===== src/rtl/fpsm_pkg.sv =====
// shared constants, types and carriers of the front-panel settings menu
package fpsm_pkg;
    // clock and tick base
    localparam int CLK_NS = 50;
    localparam int TICK_US = 10000;
    localparam int TICK_MS = TICK_US / 1000;
    localparam int TICK_CYC = TICK_US * 1000 / CLK_NS;
    // button timing in milliseconds, option timeout in seconds, and the derived tick counts
    localparam int EXIT_HOLD_MS = 1000;
    localparam int RESET_HOLD_MS = 3000;
    localparam int COUNT_STEP_MS = 1000;
    localparam int REP_DLY_MS = 300;
    localparam int REP_FAST_MS = 100;
    localparam int OPT2_TIMEOUT_S = 900;
    localparam int EXIT_TICKS = EXIT_HOLD_MS / TICK_MS;
    localparam int RESET_TICKS = RESET_HOLD_MS / TICK_MS;
    localparam int STEP_TICKS = COUNT_STEP_MS / TICK_MS;
    localparam int REP_DLY_TICKS = REP_DLY_MS / TICK_MS;
    localparam int REP_FAST_TICKS = REP_FAST_MS / TICK_MS;
    localparam int OPT2_TICKS = OPT2_TIMEOUT_S * 1000 / TICK_MS;
    localparam logic [2:0] COUNT_START = 3'h5;
    // value ranges and factory defaults
    localparam logic [3:0] FREQ_MIN = 4'h1;
    localparam logic [3:0] FREQ_MAX = 4'h8;
    localparam logic [3:0] SENS_OFF = 4'h0;
    localparam logic [3:0] SENS_CALL = 4'hA;
    localparam logic [7:0] DELAY_MAX = 8'hFF;
    // register map
    localparam logic [7:0] ADDR_CTRL = 8'h00;
    localparam logic [7:0] ADDR_SET = 8'h04;
    localparam logic [7:0] ADDR_MENU = 8'h08;
    localparam int CTRL_RESET_BIT = 0;

    typedef enum logic [1:0] {ST_NORMAL, ST_PROG, ST_RESTORE} fpsm_state_e;
    typedef enum logic [2:0] {P_FREQ, P_SENS, P_MODE, P_DELAY, P_EOG, P_OPT1, P_OPT2, P_OPT3} fpsm_param_e;

    typedef struct packed {
        logic [3:0] freq;
        logic [3:0] sens;
        logic pulse_mode;
        logic [7:0] delay_s;
        logic end_of_green_hold;
        logic opt1;
        logic opt2;
        logic opt3;
    } fpsm_set_s;

    localparam fpsm_set_s SET_DEF = '{freq: 4'h2, sens: 4'h6, pulse_mode: 1'b0, delay_s: 8'h00,
                                      end_of_green_hold: 1'b0, opt1: 1'b0, opt2: 1'b0, opt3: 1'b0};

    typedef struct packed {
        logic [7:0] paddr;
        logic psel;
        logic penable;
        logic pwrite;
        logic [31:0] pwdata;
    } fpsm_apb_req_s;

    typedef struct packed {
        logic [31:0] prdata;
        logic pready;
        logic pslverr;
    } fpsm_apb_rsp_s;

    typedef struct packed {
        logic prog;
        logic [2:0] param;
        logic seg_blank;
        logic [15:0] seg_val;
        logic [7:0] bar;
    } fpsm_disp_s;
endpackage : fpsm_pkg


===== src/rtl/fpsm_top.sv =====
// front-panel settings menu: buttons, menu states, live settings, apb status
//
// Operation
// - all three buttons held: count down from five, once per second
// - release after countdown hits zero: load factory defaults, then detector reset
// - detection keeps running while the menu is in programming state
// - the shown value is the live value used by detection, except a deferred mode or delay change
// - function-select press in normal state enters programming state
// - function-select auto-repeats, advancing forward only
// - holding up or down steps the value repeatedly at fast rate
// - function-select held one second in programming returns to normal
// - frequency 1 to 8, bargraph left to right, default 2
// - frequency view shows measured loop frequency, tenths of kilohertz
// - sensitivity off, 1 to 9, call; default 6
// - sensitivity view: bargraph shows call signal strength
// - presence or pulse mode, default presence, seven-segment blanked
// - mode change during a call waits for empty zone or reset
// - delay held in whole seconds, default zero
// - delay change with zone occupied waits for empty zone or reset
// - end-of-green and options 1 to 3 on/off, default off
// - inductance-change display option clears fifteen minutes after switching on
// - function-select held three seconds in normal, or frequency/sensitivity change, resets
//
// Added by the designer: the APB slave port and the register offsets.
`timescale 1ns/10ps
module fpsm_top #(
    parameter int TICK_CYC = fpsm_pkg::TICK_CYC,
    parameter int OPT2_TICKS = fpsm_pkg::OPT2_TICKS
) (
    input wire logic ref_clk,                              // 20 MHz clock
    input wire logic reset,                                // synchronous reset, high
    input wire fpsm_pkg::fpsm_apb_req_s apb_req,           // apb request
    output fpsm_pkg::fpsm_apb_rsp_s apb_rsp,               // apb answer
    input wire logic btn_function_select_button_pin,                         // function-select button, high pressed
    input wire logic btn_up_pin,                           // up button, high pressed
    input wire logic btn_down_pin,                         // down button, high pressed
    input wire logic zone_occupied,                        // detection zone occupied or call active
    input wire logic [7:0] call_strength,                  // vehicle call strength bargraph
    input wire logic [15:0] freq_meas_bcd,                 // measured loop frequency, bcd tenths
    output fpsm_pkg::fpsm_set_s live_set,                  // settings used by detection
    output logic det_reset,                                // detector reset pulse
    output fpsm_pkg::fpsm_disp_s disp                      // display contents
);
    logic [2:0] btn_m_r, btn_s_r, btn_q_r, count_r;
    logic [17:0] tick_cnt_r;
    logic [16:0] function_select_button_hold_r, step_cnt_r, opt2_cnt_r;
    logic [7:0] function_select_button_rep_r, ud_rep_r, delay_eff_r;
    logic [8:0] function_select_button_rep_nxt, ud_rep_nxt;
    fpsm_pkg::fpsm_state_e state_r;
    fpsm_pkg::fpsm_param_e param_r;
    fpsm_pkg::fpsm_set_s set_r, set_nxt;
    logic [31:0] prdata_r;
    fpsm_pkg::fpsm_disp_s disp_r;
    logic tick, function_select_button_used_r, mode_eff_r, det_reset_r, sw_reset_r;
    logic function_select_button_on, all3, none_on, function_select_button_edge, function_select_button_rel, adv, exit_hit, hold_reset;
    logic up_step, dn_step, restore_fire, opt2_expire, apb_wr, addr_ok;
    // auto-repeat: first step on press, then after a delay at the fast rate
    function automatic logic [8:0] rep_next(input logic held, input logic edge_in, input logic tk,
                                            input logic [7:0] cnt);
        logic [8:0] r;
        r = {1'b0, cnt};
        if (!held || edge_in)
            r = {1'b0, 8'(fpsm_pkg::REP_DLY_TICKS - 1)};
        else if (tk && cnt == 8'h00)
            r = {1'b1, 8'(fpsm_pkg::REP_FAST_TICKS - 1)};
        else if (tk)
            r = {1'b0, cnt - 8'h01};
        return r;
    endfunction : rep_next

    // pins cross into the clock domain over two flip-flops
    always_ff @(posedge ref_clk)
    begin
        btn_m_r <= reset ? 3'h0 : {btn_down_pin, btn_up_pin, btn_function_select_button_pin};
        btn_s_r <= reset ? 3'h0 : btn_m_r;
        btn_q_r <= reset ? 3'h0 : btn_s_r;
    end

    assign function_select_button_on = btn_s_r[0];
    assign all3 = &btn_s_r;
    assign none_on = ~|btn_s_r;
    assign function_select_button_edge = btn_s_r[0] & ~btn_q_r[0];
    assign function_select_button_rel = ~btn_s_r[0] & btn_q_r[0];
    assign tick = (tick_cnt_r == 18'(TICK_CYC - 1));

    // 10 ms time base shared by all hold and repeat timers
    always_ff @(posedge ref_clk)
    begin
        if (reset || tick)
            tick_cnt_r <= 18'h00000;
        else
            tick_cnt_r <= tick_cnt_r + 18'h00001;
    end

    // function-select hold and repeat timers; a hold that already acted suppresses its release
    always_ff @(posedge ref_clk)
    begin
        if (reset || !function_select_button_on)
            function_select_button_hold_r <= 17'h00000;
        else if (tick && function_select_button_hold_r != 17'h1FFFF)
            function_select_button_hold_r <= function_select_button_hold_r + 17'h00001;
        if (reset || function_select_button_edge)
            function_select_button_used_r <= 1'b0;
        else if (exit_hit || hold_reset)
            function_select_button_used_r <= 1'b1;
        function_select_button_rep_r <= reset ? 8'h00 : function_select_button_rep_nxt[7:0];
        ud_rep_r <= reset ? 8'h00 : ud_rep_nxt[7:0];
    end
    assign exit_hit = (state_r == fpsm_pkg::ST_PROG) && function_select_button_on && tick &&
                      function_select_button_hold_r == 17'(fpsm_pkg::EXIT_TICKS - 1);
    assign hold_reset = (state_r == fpsm_pkg::ST_NORMAL) && function_select_button_on && !all3 && tick &&
                        function_select_button_hold_r == 17'(fpsm_pkg::RESET_TICKS - 1);
    assign function_select_button_rep_nxt = rep_next(function_select_button_on, function_select_button_edge, tick, function_select_button_rep_r);
    assign ud_rep_nxt = rep_next(btn_s_r[1] ^ btn_s_r[2], (btn_s_r[2:1] & ~btn_q_r[2:1]) != 2'h0, tick, ud_rep_r);
    assign adv = (state_r == fpsm_pkg::ST_PROG) && !all3 && (function_select_button_edge || function_select_button_rep_nxt[8]);
    assign up_step = (state_r == fpsm_pkg::ST_PROG) && !function_select_button_on && !btn_s_r[2] &&
                     ((btn_s_r[1] && !btn_q_r[1]) || (btn_s_r[1] && ud_rep_nxt[8]));
    assign dn_step = (state_r == fpsm_pkg::ST_PROG) && !function_select_button_on && !btn_s_r[1] &&
                     ((btn_s_r[2] && !btn_q_r[2]) || (btn_s_r[2] && ud_rep_nxt[8]));
    assign restore_fire = (state_r == fpsm_pkg::ST_RESTORE) && none_on && count_r == 3'h0;

    // menu state, selected parameter and restore countdown
    always_ff @(posedge ref_clk)
    begin
        if (reset)
        begin
            state_r <= fpsm_pkg::ST_NORMAL;
            param_r <= fpsm_pkg::P_FREQ;
            count_r <= 3'h0;
            step_cnt_r <= 17'h00000;
        end
        else
        begin
            case (state_r)
                fpsm_pkg::ST_NORMAL:
                begin
                    if (all3)
                    begin
                        state_r <= fpsm_pkg::ST_RESTORE;
                        count_r <= fpsm_pkg::COUNT_START;
                        step_cnt_r <= 17'h00000;
                    end
                    else if (function_select_button_rel && !function_select_button_used_r)
                    begin
                        state_r <= fpsm_pkg::ST_PROG;
                        param_r <= fpsm_pkg::P_FREQ;
                    end
                end
                fpsm_pkg::ST_PROG:
                begin
                    if (all3)
                    begin
                        state_r <= fpsm_pkg::ST_RESTORE;
                        count_r <= fpsm_pkg::COUNT_START;
                        step_cnt_r <= 17'h00000;
                    end
                    else if (exit_hit)
                        state_r <= fpsm_pkg::ST_NORMAL;
                    else if (adv && param_r == fpsm_pkg::P_OPT3)
                        param_r <= fpsm_pkg::P_FREQ;
                    else if (adv)
                        param_r <= fpsm_pkg::fpsm_param_e'(param_r + 3'h1);
                end
                fpsm_pkg::ST_RESTORE:
                begin
                    // releasing all buttons ends it, loading defaults only at zero
                    if (none_on)
                        state_r <= fpsm_pkg::ST_NORMAL;
                    else if (tick && step_cnt_r == 17'(fpsm_pkg::STEP_TICKS - 1))
                    begin
                        step_cnt_r <= 17'h00000;
                        if (count_r != 3'h0)
                            count_r <= count_r - 3'h1;
                    end
                    else if (tick)
                        step_cnt_r <= step_cnt_r + 17'h00001;
                end
                default:
                    state_r <= fpsm_pkg::ST_NORMAL;
            endcase
        end
    end

    assign opt2_expire = set_r.opt2 && tick && opt2_cnt_r == 17'(OPT2_TICKS - 1);
    // next settings: edits apply at once; detection sees mode and delay changes only after the zone empties or a reset
    always_comb
    begin
        set_nxt = set_r;
        if (opt2_expire)
            set_nxt.opt2 = 1'b0;
        if (restore_fire)
            set_nxt = fpsm_pkg::SET_DEF;
        else if (up_step || dn_step)
        begin
            case (param_r)
                fpsm_pkg::P_FREQ:
                    if (up_step && set_r.freq != fpsm_pkg::FREQ_MAX)
                        set_nxt.freq = set_r.freq + 4'h1;
                    else if (dn_step && set_r.freq != fpsm_pkg::FREQ_MIN)
                        set_nxt.freq = set_r.freq - 4'h1;
                fpsm_pkg::P_SENS:
                    if (up_step && set_r.sens != fpsm_pkg::SENS_CALL)
                        set_nxt.sens = set_r.sens + 4'h1;
                    else if (dn_step && set_r.sens != fpsm_pkg::SENS_OFF)
                        set_nxt.sens = set_r.sens - 4'h1;
                fpsm_pkg::P_MODE:
                    set_nxt.pulse_mode = up_step;
                fpsm_pkg::P_DELAY:
                    if (up_step && set_r.delay_s != fpsm_pkg::DELAY_MAX)
                        set_nxt.delay_s = set_r.delay_s + 8'h01;
                    else if (dn_step && set_r.delay_s != 8'h00)
                        set_nxt.delay_s = set_r.delay_s - 8'h01;
                fpsm_pkg::P_EOG:
                    set_nxt.end_of_green_hold = up_step;
                fpsm_pkg::P_OPT1:
                    set_nxt.opt1 = up_step;
                fpsm_pkg::P_OPT2:
                    set_nxt.opt2 = up_step;
                fpsm_pkg::P_OPT3:
                    set_nxt.opt3 = up_step;
                default:
                    set_nxt = set_r;
            endcase
        end
    end

    // settings, deferred mode and delay, option timeout
    always_ff @(posedge ref_clk)
    begin
        if (reset)
        begin
            set_r <= fpsm_pkg::SET_DEF;
            mode_eff_r <= fpsm_pkg::SET_DEF.pulse_mode;
            delay_eff_r <= fpsm_pkg::SET_DEF.delay_s;
            opt2_cnt_r <= 17'h00000;
        end
        else
        begin
            set_r <= set_nxt;
            // a vehicle in the zone keeps the mode and delay it arrived under
            if (det_reset_r || !zone_occupied)
            begin
                mode_eff_r <= set_r.pulse_mode;
                delay_eff_r <= set_r.delay_s;
            end
            if (!set_r.opt2 || opt2_expire)
                opt2_cnt_r <= 17'h00000;
            else if (tick)
                opt2_cnt_r <= opt2_cnt_r + 17'h00001;
        end
    end

    // detector reset pulse; menu editing never stops detection itself
    always_ff @(posedge ref_clk)
    begin
        if (reset)
            det_reset_r <= 1'b0;
        else
            det_reset_r <= hold_reset || restore_fire || sw_reset_r ||
                           set_nxt.freq != set_r.freq || set_nxt.sens != set_r.sens;
    end

    // display contents for the selected screen
    always_ff @(posedge ref_clk)
    begin
        if (reset)
            disp_r <= '0;
        else
        begin
            disp_r.prog <= (state_r == fpsm_pkg::ST_PROG);
            disp_r.param <= param_r;
            disp_r.seg_blank <= 1'b0;
            disp_r.seg_val <= 16'h0000;
            disp_r.bar <= 8'h00;
            if (state_r == fpsm_pkg::ST_RESTORE)
                disp_r.seg_val <= {13'h0000, count_r};
            else if (state_r != fpsm_pkg::ST_PROG)
                disp_r.seg_blank <= 1'b1;
            else
            begin
                case (param_r)
                    fpsm_pkg::P_FREQ:
                    begin
                        disp_r.seg_val <= freq_meas_bcd;
                        disp_r.bar <= 8'(8'h01 << (set_r.freq - 4'h1));
                    end
                    fpsm_pkg::P_SENS:
                    begin
                        disp_r.seg_val <= {12'h000, set_r.sens};
                        disp_r.bar <= call_strength;
                    end
                    fpsm_pkg::P_DELAY:
                        disp_r.seg_val <= {8'h00, set_r.delay_s};
                    fpsm_pkg::P_OPT1:
                        disp_r.seg_val <= 16'h0001;
                    fpsm_pkg::P_OPT2:
                        disp_r.seg_val <= 16'h0002;
                    fpsm_pkg::P_OPT3:
                        disp_r.seg_val <= 16'h0003;
                    default:
                        disp_r.seg_blank <= 1'b1;
                endcase
            end
        end
    end

    // apb slave: zero wait states, read data captured in the setup cycle
    assign apb_wr = apb_req.psel && apb_req.penable && apb_req.pwrite;
    assign addr_ok = apb_req.paddr == fpsm_pkg::ADDR_CTRL || apb_req.paddr == fpsm_pkg::ADDR_SET ||
                     apb_req.paddr == fpsm_pkg::ADDR_MENU;
    always_ff @(posedge ref_clk)
    begin
        if (reset)
        begin
            prdata_r <= 32'h00000000;
            sw_reset_r <= 1'b0;
        end
        else
        begin
            sw_reset_r <= apb_wr && apb_req.paddr == fpsm_pkg::ADDR_CTRL &&
                          apb_req.pwdata[fpsm_pkg::CTRL_RESET_BIT];
            if (apb_req.psel && !apb_req.penable)
            begin
                case (apb_req.paddr)
                    fpsm_pkg::ADDR_SET:
                        prdata_r <= {11'h000, live_set};
                    fpsm_pkg::ADDR_MENU:
                        prdata_r <= {24'h000000, state_r, param_r, count_r};
                    default:
                        prdata_r <= 32'h00000000;
                endcase
            end
        end
    end

    assign apb_rsp.prdata = prdata_r;
    assign apb_rsp.pready = 1'b1;
    assign apb_rsp.pslverr = apb_req.psel && apb_req.penable && !addr_ok;
    assign live_set = '{freq: set_r.freq, sens: set_r.sens, pulse_mode: mode_eff_r, delay_s: delay_eff_r,
                        end_of_green_hold: set_r.end_of_green_hold, opt1: set_r.opt1, opt2: set_r.opt2, opt3: set_r.opt3};
    assign det_reset = det_reset_r;
    assign disp = disp_r;
endmodule : fpsm_top


===== config.mk =====
export PLATFORM = sky130hd
export DESIGN_NAME = fpsm_top
export DESIGN_NICKNAME = d
export VERILOG_FILES = /design/src/rtl/fpsm_pkg.sv /design/src/rtl/fpsm_top.sv
export SDC_FILE = /design/constraint.sdc
export NUM_CORES = 1
export LEC_CHECK = 0
export BUFFER_PORTS_ARGS = -buffer_cell sky130_fd_sc_hd__buf_2
export CAP_MARGIN = 5
export CORE_MARGIN = 1
export CORE_UTILIZATION = 61
export DETAILED_ROUTE_END_ITERATION = 8
export GPL_TIMING_DRIVEN = 0
export PLACE_DENSITY = 0.94
export SLEW_MARGIN = 20
export SYNTH_ARGS = -nofsm -noshare
export SYNTH_HDL_FRONTEND = slang
export SYNTH_SLANG_ARGS = --single-unit

===== constraint.sdc =====
create_clock -name ref_clk -period 9.7 [get_ports ref_clk]
set_clock_uncertainty 0.1 [all_clocks]
set_input_delay 0.485 -clock ref_clk [delete_from_list [all_inputs] [get_ports ref_clk]]
set_output_delay 0.485 -clock ref_clk [all_outputs]
set_load 0.05 [all_outputs]

==> implementation parameters, run 1 <==
Parameter                              Value

Global routing
  Number of global-route vias before repair    7650
  Total congestion overflow after global routing    0
  Wire length of the first global-routing pass    36250 um
  Number of antenna violations at the first check in global routing    0
  Overall fraction of global-route tracks in use    30.87%
  Maximum number of pins on one net before global-route repair    17

Setup path
  Critical path startpoint category    flip-flop
  Worst R2R End    set_r[11]
  WS Path Type    flip-flop to flip-flop
  Timing endpoint of the critical path    set_r[11]
  Length in cells of the worst reg-to-reg path    13
  Arrival time of data at the critical path endpoint    4.61 ns
  Startpoint of the lowest-slack register-to-register path    ud_rep_r[5]
  Critical path fanouts, max    9
  Critical Path RT    9.93 ns
  Worst Setup End Kind    flip-flop
  R2R setup slack    5.32 ns
  Critical path origin    ud_rep_r[5]

Logic synthesis
  Compound-cell area share of the yosys netlist    12.54%
  Fraction of synthesis flops using an asynchronous set or reset pin    0%
  Share of Yosys cell area claimed by the top area cell type    41.80%
  Flops & latches, synth    185
  Number of enable-type register cells in the synthesized netlist    0
  Dominant combinational cell family by area after synthesis    simple AND/OR/NAND/NOR gates
  Count of different cell masters after synthesis    72
  Average size of a mapped cell    8.375 um^2
  Cell type with the largest total area after synthesis    sky130_fd_sc_hd__dfxtp_1
  Area share of fa/ha/maj cells after synthesis    4.886%
  Synth top area cells    sky130_fd_sc_hd__dfxtp_1, sky130_fd_sc_hd__nor2_1, sky130_fd_sc_hd__nand2_1
  Mapped cell area    8861 um^2
  Most instantiated flip-flop cell in the synthesis netlist    sky130_fd_sc_hd__dfxtp_1
  Multiplexer area fraction after synthesis    0.8049%
  Synthesized instance count    1058
  Yosys warning count    0
  Proportion of synthesized chip area in sequential cells    41.80%
  Basic-gate share of the synthesized area counting and, or, nand and nor cells    26.42%
  Parity-gate share of the synthesized area counting xor and xnor cells    7.809%

Die
  Placeable core region    14040 um^2
  Number of core rows    43
  Initial cell density of the core    63.10%
  Die Ht    122.5 um
  Die X-Extent    122.5 um
  Area enclosed by the die boundary    15010 um^2
  I/O pins    158

Timing
  Timing-limited maximum frequency    0.2285 GHz
  Hold violation total from the final report    0
  Final Max Slew Viols    0
  Minimum clock period after layout    4.377 ns
  Fin Setup TNS    0 ns
  Minimum hold slack    0.1473 ns
  Worst relative slew slack    35.14%
  Setup repair after global routing missed its margin    no
  Slew at the pin closest to its max-slew limit    0.9641 ns
  Final setup violating endpoints    0
  Part of the cycle the worst path needs    45.12%

Pwr
  Cell-internal power    1.197 mW
  Switching share of power    23.56%
  Clock share of power    45.3%
  Cell area power density    152.1 nW/um^2
  Sw Pwr    0.3691 mW
  Part of the total power dissipated in combinational logic    5.3%
  Flop pwr share    49.4%
  Leak    4.011 nW
  Worst ir drop on vdd    135.8 uV

Clock tree
  Clock Pin Slew Worst Setup and Hold Paths    0.07 ns
  Largest buffer count on any clock path    2
  Quantity of hold-fixing buffers added after cts    0
  Clock H-tree levels    4
  Cell at the root of the clock tree    sky130_fd_sc_hd__clkbuf_16
  Clock tree from TritonCTS    built
  Quantity of gates resized following cts    0
  Number of sinks handled by clock tree synthesis    185
  Skew-Pair Late Insertion Delay    0.44 ns
  Number of setup buffers added after CTS    0
  Total clock buffers created by CTS    17

Routing
  Vias    8220
  Routed WL    22810 um
  Post-detailed-route count of antenna-violating nets    0
  Avg WL per Cell    16.37 um
  Mean number of vias per cell    5.897
  Number of remaining DRC errors    0
  Number of iterations in the first detailed-routing pass    8
  Initial detailed-routing violation count    764

Place
  Count of input and output buffers    114
  Post-DP HPWL    16090 um
  GP Congestion    0.9290
  Cell area after placement    9694 um^2

Final layout
  Number of fill cells    984
  Post-route cell area    10300 um^2
  Most used cells in the layout excluding fill and tap cells    sky130_fd_sc_hd__dfxtp_1, sky130_fd_sc_hd__nor2_1, sky130_fd_sc_hd__buf_2
  Proportion of layout cells with a drive suffix above 1    15.98%
  Most frequent standard cell in the layout excluding fill and tap cells    sky130_fd_sc_hd__dfxtp_1
  Core occupancy in the finished layout    73.33%
  Nets    1308
  Area growth from synthesis to layout    16.21%
  Ant. Diodes    0

Worst hold path
  Kind of path behind the tightest hold check    primary input to flip-flop

Run
  Number of max-cap violations    0

Outcome
  Result of the run    finished clean
-- registers in the layout, indices dropped and copies added, names as in the netlist, 9 cells and up --
register	cells
tick_cnt_r	18
live_set	12
opt2_cnt_r	17
function_select_button_hold_r	17
prdata_r	21
set_r	9
disp	29
step_cnt_r	17
-- cell usage after synthesis (6+ instances only) --
cell	n
sky130_fd_sc_hd__ha_1	33
sky130_fd_sc_hd__a21oi_1	61
sky130_fd_sc_hd__a22oi_1	6
sky130_fd_sc_hd__a32oi_1	6
sky130_fd_sc_hd__nor3_1	29
sky130_fd_sc_hd__xor2_1	34
sky130_fd_sc_hd__and2_1	14
sky130_fd_sc_hd__nor2b_1	16
sky130_fd_sc_hd__a221oi_1	10
sky130_fd_sc_hd__nor4b_1	9
sky130_fd_sc_hd__nand3_1	59
sky130_fd_sc_hd__and3_1	16
sky130_fd_sc_hd__xnor2_1	45
sky130_fd_sc_hd__nand2b_1	10
sky130_fd_sc_hd__mux2i_1	6
sky130_fd_sc_hd__nand4_1	20
sky130_fd_sc_hd__inv_1	30
sky130_fd_sc_hd__clkbuf_1	40
sky130_fd_sc_hd__dfxtp_1	185
sky130_fd_sc_hd__nor4_1	16
sky130_fd_sc_hd__a31oi_1	8
sky130_fd_sc_hd__nor2_1	151
sky130_fd_sc_hd__o21ai_0	21
sky130_fd_sc_hd__nand2_1	114
sky130_fd_sc_hd__buf_4	25
sky130_fd_sc_hd__o21ai_1	10
-- stage by stage --
step	std cells	setup slack, ns	total power, mW
final	1394	5.323	1.566
after global routing	1394	5.220	1.607
after CTS	1394	5.343	1.570
after detailed placement	1362	5.441	0.8719
after global placement	1362	5.499	0.8704
after floorplan	1068	5.798	0.8478
-- worst max-delay path, cell delays in order, from the launching register on --
cell and delay [ns]:
sky130_fd_sc_hd__dfxtp_1 0.33, sky130_fd_sc_hd__or4_4 0.54, sky130_fd_sc_hd__or4b_4 0.53, sky130_fd_sc_hd__buf_6 0.16, sky130_fd_sc_hd__o41ai_4 0.56, sky130_fd_sc_hd__o211ai_4 0.25, sky130_fd_sc_hd__ha_1 0.36, sky130_fd_sc_hd__a211oi_1 0.24
sky130_fd_sc_hd__nor2_1 0.10, sky130_fd_sc_hd__o21a_1 0.20, sky130_fd_sc_hd__o41a_1 0.35, sky130_fd_sc_hd__mux2i_1 0.22, sky130_fd_sc_hd__a21oi_1 0.12, sky130_fd_sc_hd__a31o_1 0.21
-- metal layers --
layer | global-route usage, % | wire [um] | vias up | share of wire (%)
met3 | 7.203 | 1817 | 94 | 8.0
li1 | - | - | 3907 | -
met1 | 35.63 | 8888 | 3802 | 39
met4 | 16.62 | 990 | 0 | 4.3
met2 | 52.74 | 11120 | 417 | 49
met5 | 0 | 0 | - | 0
-- power by group through the flow --
stage	Combinational [mW]	Clock [mW]	Sequential, mW
floorplan	0.0479	0	0.800
global placement	0.0799	0	0.790
detailed placement	0.0812	0	0.791
CTS	0.0820	0.714	0.773
global route	0.0884	0.745	0.774
finish	0.0832	0.710	0.774
-- worst min path at each step --
stage | endpoint | start | slack (ns) | cells past startpoint
after floorplan | btn_s_r[0] | btn_m_r[0] | 0.31 | 1
after global placement | btn_s_r[0] | btn_m_r[0] | 0.32 | 1
after global routing | disp[23] | freq_meas_bcd[15] | 0.14 | 2
after CTS | disp[20] | freq_meas_bcd[12] | 0.13 | 2
after detailed placement | btn_s_r[1] | btn_m_r[1] | 0.32 | 1
final | disp[20] | freq_meas_bcd[12] | 0.15 | 2
-- cells by family after synthesis --
family / Yosys count
other cells: 2
buf+inv: 104
flops: 185
simple gates: 484
xor+xnor: 79
fa+ha+maj: 34
mux: 7
compound gates: 163
-- final cells by class --
type	count	area, um^2	share of cell area [%]
Multi-Input combinational cell	779	4693	45.58
Sequential cell	185	3704	35.97
Timing Repair Buffer	114	570.5	5.541
Clock buffer	21	470.5	4.569
Buffer	72	381.6	3.706
Tap cell	180	225.2	2.187
Clock inverter	11	132.6	1.288
Inverter	32	120.1	1.166
(Power assumes the default switching activity.)
==> run 2: changes to the inputs <==
--- a/config.mk
+++ b/config.mk
@@ -8,10 +8,10 @@
 export BUFFER_PORTS_ARGS = -buffer_cell sky130_fd_sc_hd__buf_2
 export CAP_MARGIN = 5
 export CORE_MARGIN = 1
-export CORE_UTILIZATION = 61
+export CORE_UTILIZATION = 51
 export DETAILED_ROUTE_END_ITERATION = 8
 export GPL_TIMING_DRIVEN = 0
-export PLACE_DENSITY = 0.94
+export PLACE_DENSITY = 0.85
 export SLEW_MARGIN = 20
 export SYNTH_ARGS = -nofsm -noshare
 export SYNTH_HDL_FRONTEND = slang
==> constraint.sdc (replaced) <==
create_clock -name ref_clk -period 3.5 [get_ports ref_clk]
set_clock_uncertainty 0.1 [all_clocks]
set_input_delay 0.175 -clock ref_clk [delete_from_list [all_inputs] [get_ports ref_clk]]
set_output_delay 0.175 -clock ref_clk [all_outputs]
set_load 0.05 [all_outputs]
==> run 2 against run 1 <==
Compared with the run above:
- sequential power rose to 2.8 times the previous value
- die area rose by 19%
- fmax rose by 15%
- the flow now finishes with violations (setup timing)
- highest routed layer unchanged
- register-to-register slack got worse by 5.6 ns
- largest power group unchanged
==> implementation parameters, run 2 (synthesis results as in run 1) <==
Parameter                              Value

Die
  Die Ht    133.8 um
  I/O pins    158
  Placeable core region    16760 um^2
  Die X-Extent    133.8 um
  Number of core rows    47
  Initial cell density of the core    52.87%
  Area enclosed by the die boundary    17910 um^2

Timing
  Final setup violating endpoints    1
  Hold violation total from the final report    0
  Final Max Slew Viols    0
  Setup repair after global routing missed its margin    yes
  Worst setup slack after layout    -0.3108 ns
  Minimum hold slack    0.02795 ns
  Slew at the pin closest to its max-slew limit    0.9556 ns
  Worst relative slew slack    36.16%
  Part of the cycle the worst path needs    108.9%
  Minimum clock period after layout    3.811 ns
  Fin Setup TNS    -0.3108 ns
  Timing-limited maximum frequency    0.2624 GHz

Routing
  Number of remaining DRC errors    0
  Mean number of vias per cell    5.671
  Post-detailed-route count of antenna-violating nets    0
  Avg WL per Cell    16.20 um
  Number of iterations in the first detailed-routing pass    9
  Initial detailed-routing violation count    807
  Vias    8331
  Routed WL    23800 um

Place
  Post-DP HPWL    16100 um
  GP Congestion    0.9241
  Post-Place Worst Slack    -0.5044 ns
  Count of input and output buffers    114

Setup path
  Arrival time of data at the critical path endpoint    4.04 ns
  CP max-delay cell    sky130_fd_sc_hd__or4b_4
  WS Path Type    flip-flop to flip-flop
  Critical Path RT    3.72 ns
  Critical path fanouts, max    5
  Critical path startpoint category    flip-flop
  Worst Setup End Kind    flip-flop
  Biggest cell delay along the critical path    0.54 ns
  Cells traversed along the worst timing path    or4_4, or4b_4, o41ai_4, o211ai_4, ha_4, a211oi_2, nor2_1, o21a_1, o41a_1, mux2i_1, a21oi_1, a31o_1
  Critical path's top delay family    compound AO/OA/AOI/OAI gates
  Critical path buffer and inverter count    0

Pwr
  Cell area power density    406.7 nW/um^2
  Leak    4.168 nW
  Worst ir drop on vdd    450.1 uV

Final layout
  Most used cells in the layout excluding fill and tap cells    sky130_fd_sc_hd__dfxtp_1, sky130_fd_sc_hd__nor2_1, sky130_fd_sc_hd__buf_2
  Number of fill cells    1345
  Max FFs per register    29
  Area of all sequential standard cells    3705 um^2
  Area growth from synthesis to layout    21.34%
  Nets    1343
  Proportion of layout cells with a drive suffix above 1    17.21%
  Most frequent standard cell in the layout excluding fill and tap cells    sky130_fd_sc_hd__dfxtp_1
  Ant. Diodes    0
  Area of combinational cells with multiple inputs    4762 um^2

Clock tree
  Cell at the root of the clock tree    sky130_fd_sc_hd__clkbuf_16
  Skew-Pair Late Insertion Delay    0.43 ns
  Clock H-tree levels    4
  Largest buffer count on any clock path    2
  Clock tree from TritonCTS    built
  Total clock buffers created by CTS    17
  Clock Pin Slew Worst Setup and Hold Paths    0.07 ns
  Number of sinks handled by clock tree synthesis    185

Global routing
  Overall fraction of global-route tracks in use    26.63%
  Maximum number of pins on one net before global-route repair    17
  Total congestion overflow after global routing    0
  Number of global-route vias before repair    7826
  Wire length of the first global-routing pass    38130 um
  Number of antenna violations at the first check in global routing    0

Worst hold path
  Kind of path behind the tightest hold check    primary input to flip-flop

Outcome
  Result of the run    complete, but fails checks
  Failing checks    setup timing

Run
  Number of max-cap violations    0
[run 2: where the power goes]
| part | total, mW | switching, mW | internal, mW | leakage [nW] |
|---|---|---|---|---|
| Clock | 1.97 | 0.840 | 1.13 | 0.286 |
| Combinational | 0.255 | 0.163 | 0.0920 | 2.39 |
| Sequential | 2.14 | 0.0184 | 2.13 | 1.50 |
| Total | 4.37 | 1.02 | 3.35 | 4.17 |
[run 2: metrics by stage]
stage | utilization [%] | total power, mW | area (um^2) | cells
after floorplan | - | 2.350 | 8929 | 1068
after global placement | 58.32 | 2.413 | 9774 | 1402
after detailed placement | 58.32 | 2.416 | 9774 | 1402
after CTS | 63.93 | 4.367 | 10720 | 1468
after global routing | 64.15 | 4.491 | 10750 | 1469
final | 64.15 | 4.373 | 10750 | 1469
[run 2: cell type report]
cell class	instances	share of cell area [%]
Clock buffer	23	4.539
Buffer	71	3.468
Sequential cell	185	34.46
Clock inverter	9	1.059
Tap cell	220	2.560
Inverter	32	1.140
Timing Repair Buffer	150	8.484
Multi-Input combinational cell	779	44.29
[run 2: worst paths after layout]
path          startpoint         end  slack [ns]  cells after the start
max reg2reg  ud_rep_r[5]   set_r[11]       -0.31                     12
min                reset    disp[28]        0.03                      2
max          ud_rep_r[5]   set_r[11]       -0.31                     12
min reg2reg   btn_m_r[0]  btn_s_r[0]        0.34                      1
[run 2: metal layers]
| layer | share of wire, % | vias up | GRT usage, % |
|---|---|---|---|
| met2 | 47 | 392 | 44.01 |
| met1 | 42 | 3922 | 33.30 |
| met4 | 2.7 | 0 | 11.24 |
| li1 | - | 3971 | - |
| met3 | 8.1 | 46 | 6.085 |
| met5 | 0 | - | 0 |
[run 2: repair_timing]
action | CTS | global route
setup endpoints to repair | 13 | 15
setup buffers | 8 | 1
hold buffers | 27 | 0
gates resized for setup | 8 | 10
pin swaps | 9 | 5
hold endpoints to repair | 26 | 0
gates cloned | 0 | 0
==> run 3: changes to the inputs <==
--- a/config.mk
+++ b/config.mk
@@ -5,13 +5,14 @@
 export SDC_FILE = /design/constraint.sdc
 export NUM_CORES = 1
 export LEC_CHECK = 0
+export ABC_AREA = 1
 export BUFFER_PORTS_ARGS = -buffer_cell sky130_fd_sc_hd__buf_2
 export CAP_MARGIN = 5
 export CORE_MARGIN = 1
 export CORE_UTILIZATION = 51
 export DETAILED_ROUTE_END_ITERATION = 8
 export GPL_TIMING_DRIVEN = 0
-export PLACE_DENSITY = 0.85
+export PLACE_DENSITY = 0.84
 export SLEW_MARGIN = 20
 export SYNTH_ARGS = -nofsm -noshare
 export SYNTH_HDL_FRONTEND = slang
==> run 3 against run 2 <==
Compared with the run above:
- the flow finishes with violations (DRC)
- core utilization fell by 2.1 points
- clock power down 2%
- sequential share of layout area down 1.5 points
- total power up 1.4%
- critical endpoint unchanged
==> implementation parameters, run 3 <==
Parameter                              Value

Timing
  Timing-limited maximum frequency    0.3062 GHz
  Final setup violating endpoints    0
  Final Max Slew Viols    0
  Slew at the pin closest to its max-slew limit    0.7943 ns
  Hold violation total from the final report    0
  Minimum hold slack    0.05652 ns
  Setup repair after global routing missed its margin    no
  Minimum clock period after layout    3.266 ns
  Fin Setup TNS    0 ns
  Worst relative slew slack    46.56%
  Part of the cycle the worst path needs    93.30%

Setup path
  Worst Setup End Kind    flip-flop
  Arrival time of data at the critical path endpoint    3.51 ns
  Critical path fanouts, max    9
  Length in cells of the worst reg-to-reg path    14
  Critical path startpoint category    flip-flop
  WS Path Type    flip-flop to flip-flop
  Critical Path RT    3.74 ns

Die
  Die Ht    138.3 um
  Die X-Extent    138.3 um
  Area enclosed by the die boundary    19120 um^2
  Placeable core region    18090 um^2
  Initial cell density of the core    52.37%
  Number of core rows    49
  I/O pins    158

Global routing
  Number of antenna violations at the first check in global routing    1
  Overall fraction of global-route tracks in use    26.70%
  Maximum number of pins on one net before global-route repair    19
  Wire length of the first global-routing pass    41350 um
  Total congestion overflow after global routing    0
  Number of global-route vias before repair    8707

Worst hold path
  Worst hold path depth    3
  Kind of path behind the tightest hold check    primary input to flip-flop

Routing
  Vias    9303
  Number of iterations in the first detailed-routing pass    8
  Number of remaining DRC errors    28
  Routed WL    25110 um
  Avg WL per Cell    14.55 um
  Mean number of vias per cell    5.393
  Initial detailed-routing violation count    837
  Post-detailed-route count of antenna-violating nets    0

Final layout
  Area growth from synthesis to layout    18.48%
  Post-route cell area    11220 um^2
  Proportion of layout cells with a drive suffix above 1    16.13%
  Most frequent standard cell in the layout excluding fill and tap cells    sky130_fd_sc_hd__nand2_1
  Core occupancy in the finished layout    62.05%
  Number of fill cells    1476
  Most used cells in the layout excluding fill and tap cells    sky130_fd_sc_hd__nand2_1, sky130_fd_sc_hd__dfxtp_1, sky130_fd_sc_hd__nor2_1
  Nets    1588
  Max FFs per register    29

Pwr
  Leak    4.937 nW
  Worst ir drop on vdd    359.0 uV
  Cell area power density    395.2 nW/um^2

Outcome
  Result of the run    complete, but fails checks
  Failing checks    DRC

Clock tree
  Quantity of gates resized following cts    0
  Largest buffer count on any clock path    2
  Number of setup buffers added after CTS    0
  Clock tree from TritonCTS    built
  Clock H-tree levels    4
  Cell at the root of the clock tree    sky130_fd_sc_hd__clkbuf_16
  Quantity of hold-fixing buffers added after cts    27
  Total clock buffers created by CTS    17
  Skew-Pair Late Insertion Delay    0.44 ns
  Number of sinks handled by clock tree synthesis    185
  Clock Pin Slew Worst Setup and Hold Paths    0.07 ns

Place
  GP Congestion    0.9344
  Count of input and output buffers    113
  Cell area after placement    10360 um^2
  Post-DP HPWL    17880 um

Logic synthesis
  Flops & latches, synth    185
  Count of different cell masters after synthesis    57
  Commonest cells in the netlist    sky130_fd_sc_hd__nand2_1, sky130_fd_sc_hd__dfxtp_1, sky130_fd_sc_hd__nor2_1
  Yosys warning count    0
  Fraction of synthesis flops using an asynchronous set or reset pin    0%
  Count leader, synth    sky130_fd_sc_hd__nand2_1
  Proportion of synthesized chip area in sequential cells    39.10%
  Cell type with the largest total area after synthesis    sky130_fd_sc_hd__dfxtp_1
  Number of enable-type register cells in the synthesized netlist    0
  Average size of a mapped cell    7.219 um^2
  Share of Yosys cell area claimed by the top area cell type    39.10%
  Synth top area cells    sky130_fd_sc_hd__dfxtp_1, sky130_fd_sc_hd__nand2_1, sky130_fd_sc_hd__nor2_1
  Mapped cell area    9472 um^2
  Most instantiated flip-flop cell in the synthesis netlist    sky130_fd_sc_hd__dfxtp_1
  Synthesized instance count    1312

Run
  Number of max-cap violations    0
-- run 3: cell types whose count changed after synthesis, sizes merged, moves of 15 or more --
cell and change:
a21oi +34, and3 -15, clkbuf -19, inv +141, nand2 +133, nand3 +25
nand4 +15, nor2 +31, nor2b -16, o21ai +40, xnor2 -39
-- run 3: final cells by class --
| class | instances | area, um^2 | share of cell area [%] |
|---|---|---|---|
| Timing Repair Buffer | 140 | 835.8 | 7.448 |
| Antenna cell | 2 | 5.005 | 0.04460 |
| Buffer | 55 | 316.6 | 2.821 |
| Multi-Input combinational cell | 906 | 4826 | 43.00 |
| Clock inverter | 15 | 160.2 | 1.427 |
| Sequential cell | 185 | 3704 | 33.00 |
| Inverter | 176 | 663.1 | 5.909 |
| Clock buffer | 17 | 425.4 | 3.791 |
| Tap cell | 229 | 286.5 | 2.553 |
-- run 3: critical path, cell delays in order (launching register included) --
cell and delay (ns):
sky130_fd_sc_hd__dfxtp_1 0.39, sky130_fd_sc_hd__inv_2 0.08, sky130_fd_sc_hd__nor2_4 0.15, sky130_fd_sc_hd__nand2_1 0.10, sky130_fd_sc_hd__nor2_1 0.55, sky130_fd_sc_hd__nand3_2 0.36, sky130_fd_sc_hd__ha_1 0.45, sky130_fd_sc_hd__a21oi_1 0.23
sky130_fd_sc_hd__nand2_1 0.12, sky130_fd_sc_hd__a21oi_1 0.20, sky130_fd_sc_hd__nand4_1 0.12, sky130_fd_sc_hd__nand4_1 0.15, sky130_fd_sc_hd__nand2_1 0.06, sky130_fd_sc_hd__nand2_1 0.06, sky130_fd_sc_hd__nor2_1 0.04
-- run 3: layer usage --
layer  vias to the layer above  wire length (um)  GRT usage (%)
met5                         -                 0              0
met4                         0               724          11.89
met3                        68              1981          6.166
met2                       411             11910          44.52
met1                      4246             10490          32.96
li1                       4578                 -              -
-- run 3: per-stage QoR --
step	instances	power, mW	setup slack [ns]
3_5_place_dp	1664	2.524	0.4234
4_1_cts	1723	4.445	0.3989
3_3_place_gp	1664	2.517	0.4991
5_1_grt	1724	4.583	0.06538
6_report	1725	4.435	0.2344
2_1_floorplan	1322	2.430	0.8186
-- run 3: final timing paths --
kind                     from  slack, ns    endpoint
max                state_r[0]       0.23   set_r[11]
min          freq_meas_bcd[0]       0.06     disp[8]
max reg2reg        state_r[0]       0.23   set_r[11]
min reg2reg        btn_m_r[2]       0.31  btn_s_r[2]
-- run 3: report_power, final --
part           internal, mW  switching [mW]  total [mW]
combinational         0.109           0.245       0.354
clock                  1.01           0.912        1.93
sequential             2.13          0.0228        2.16
-- run 3: cells by family after synthesis --
| group | Yosys count | share of synthesized area [%] |
|---|---|---|
| other cells | 2 | 0.07929 |
| flops | 185 | 39.10 |
| fa+ha+maj | 34 | 4.571 |
| xor+xnor | 35 | 3.236 |
| compound gates | 202 | 11.66 |
| simple gates | 623 | 31.00 |
| buf+inv | 231 | 10.34 |
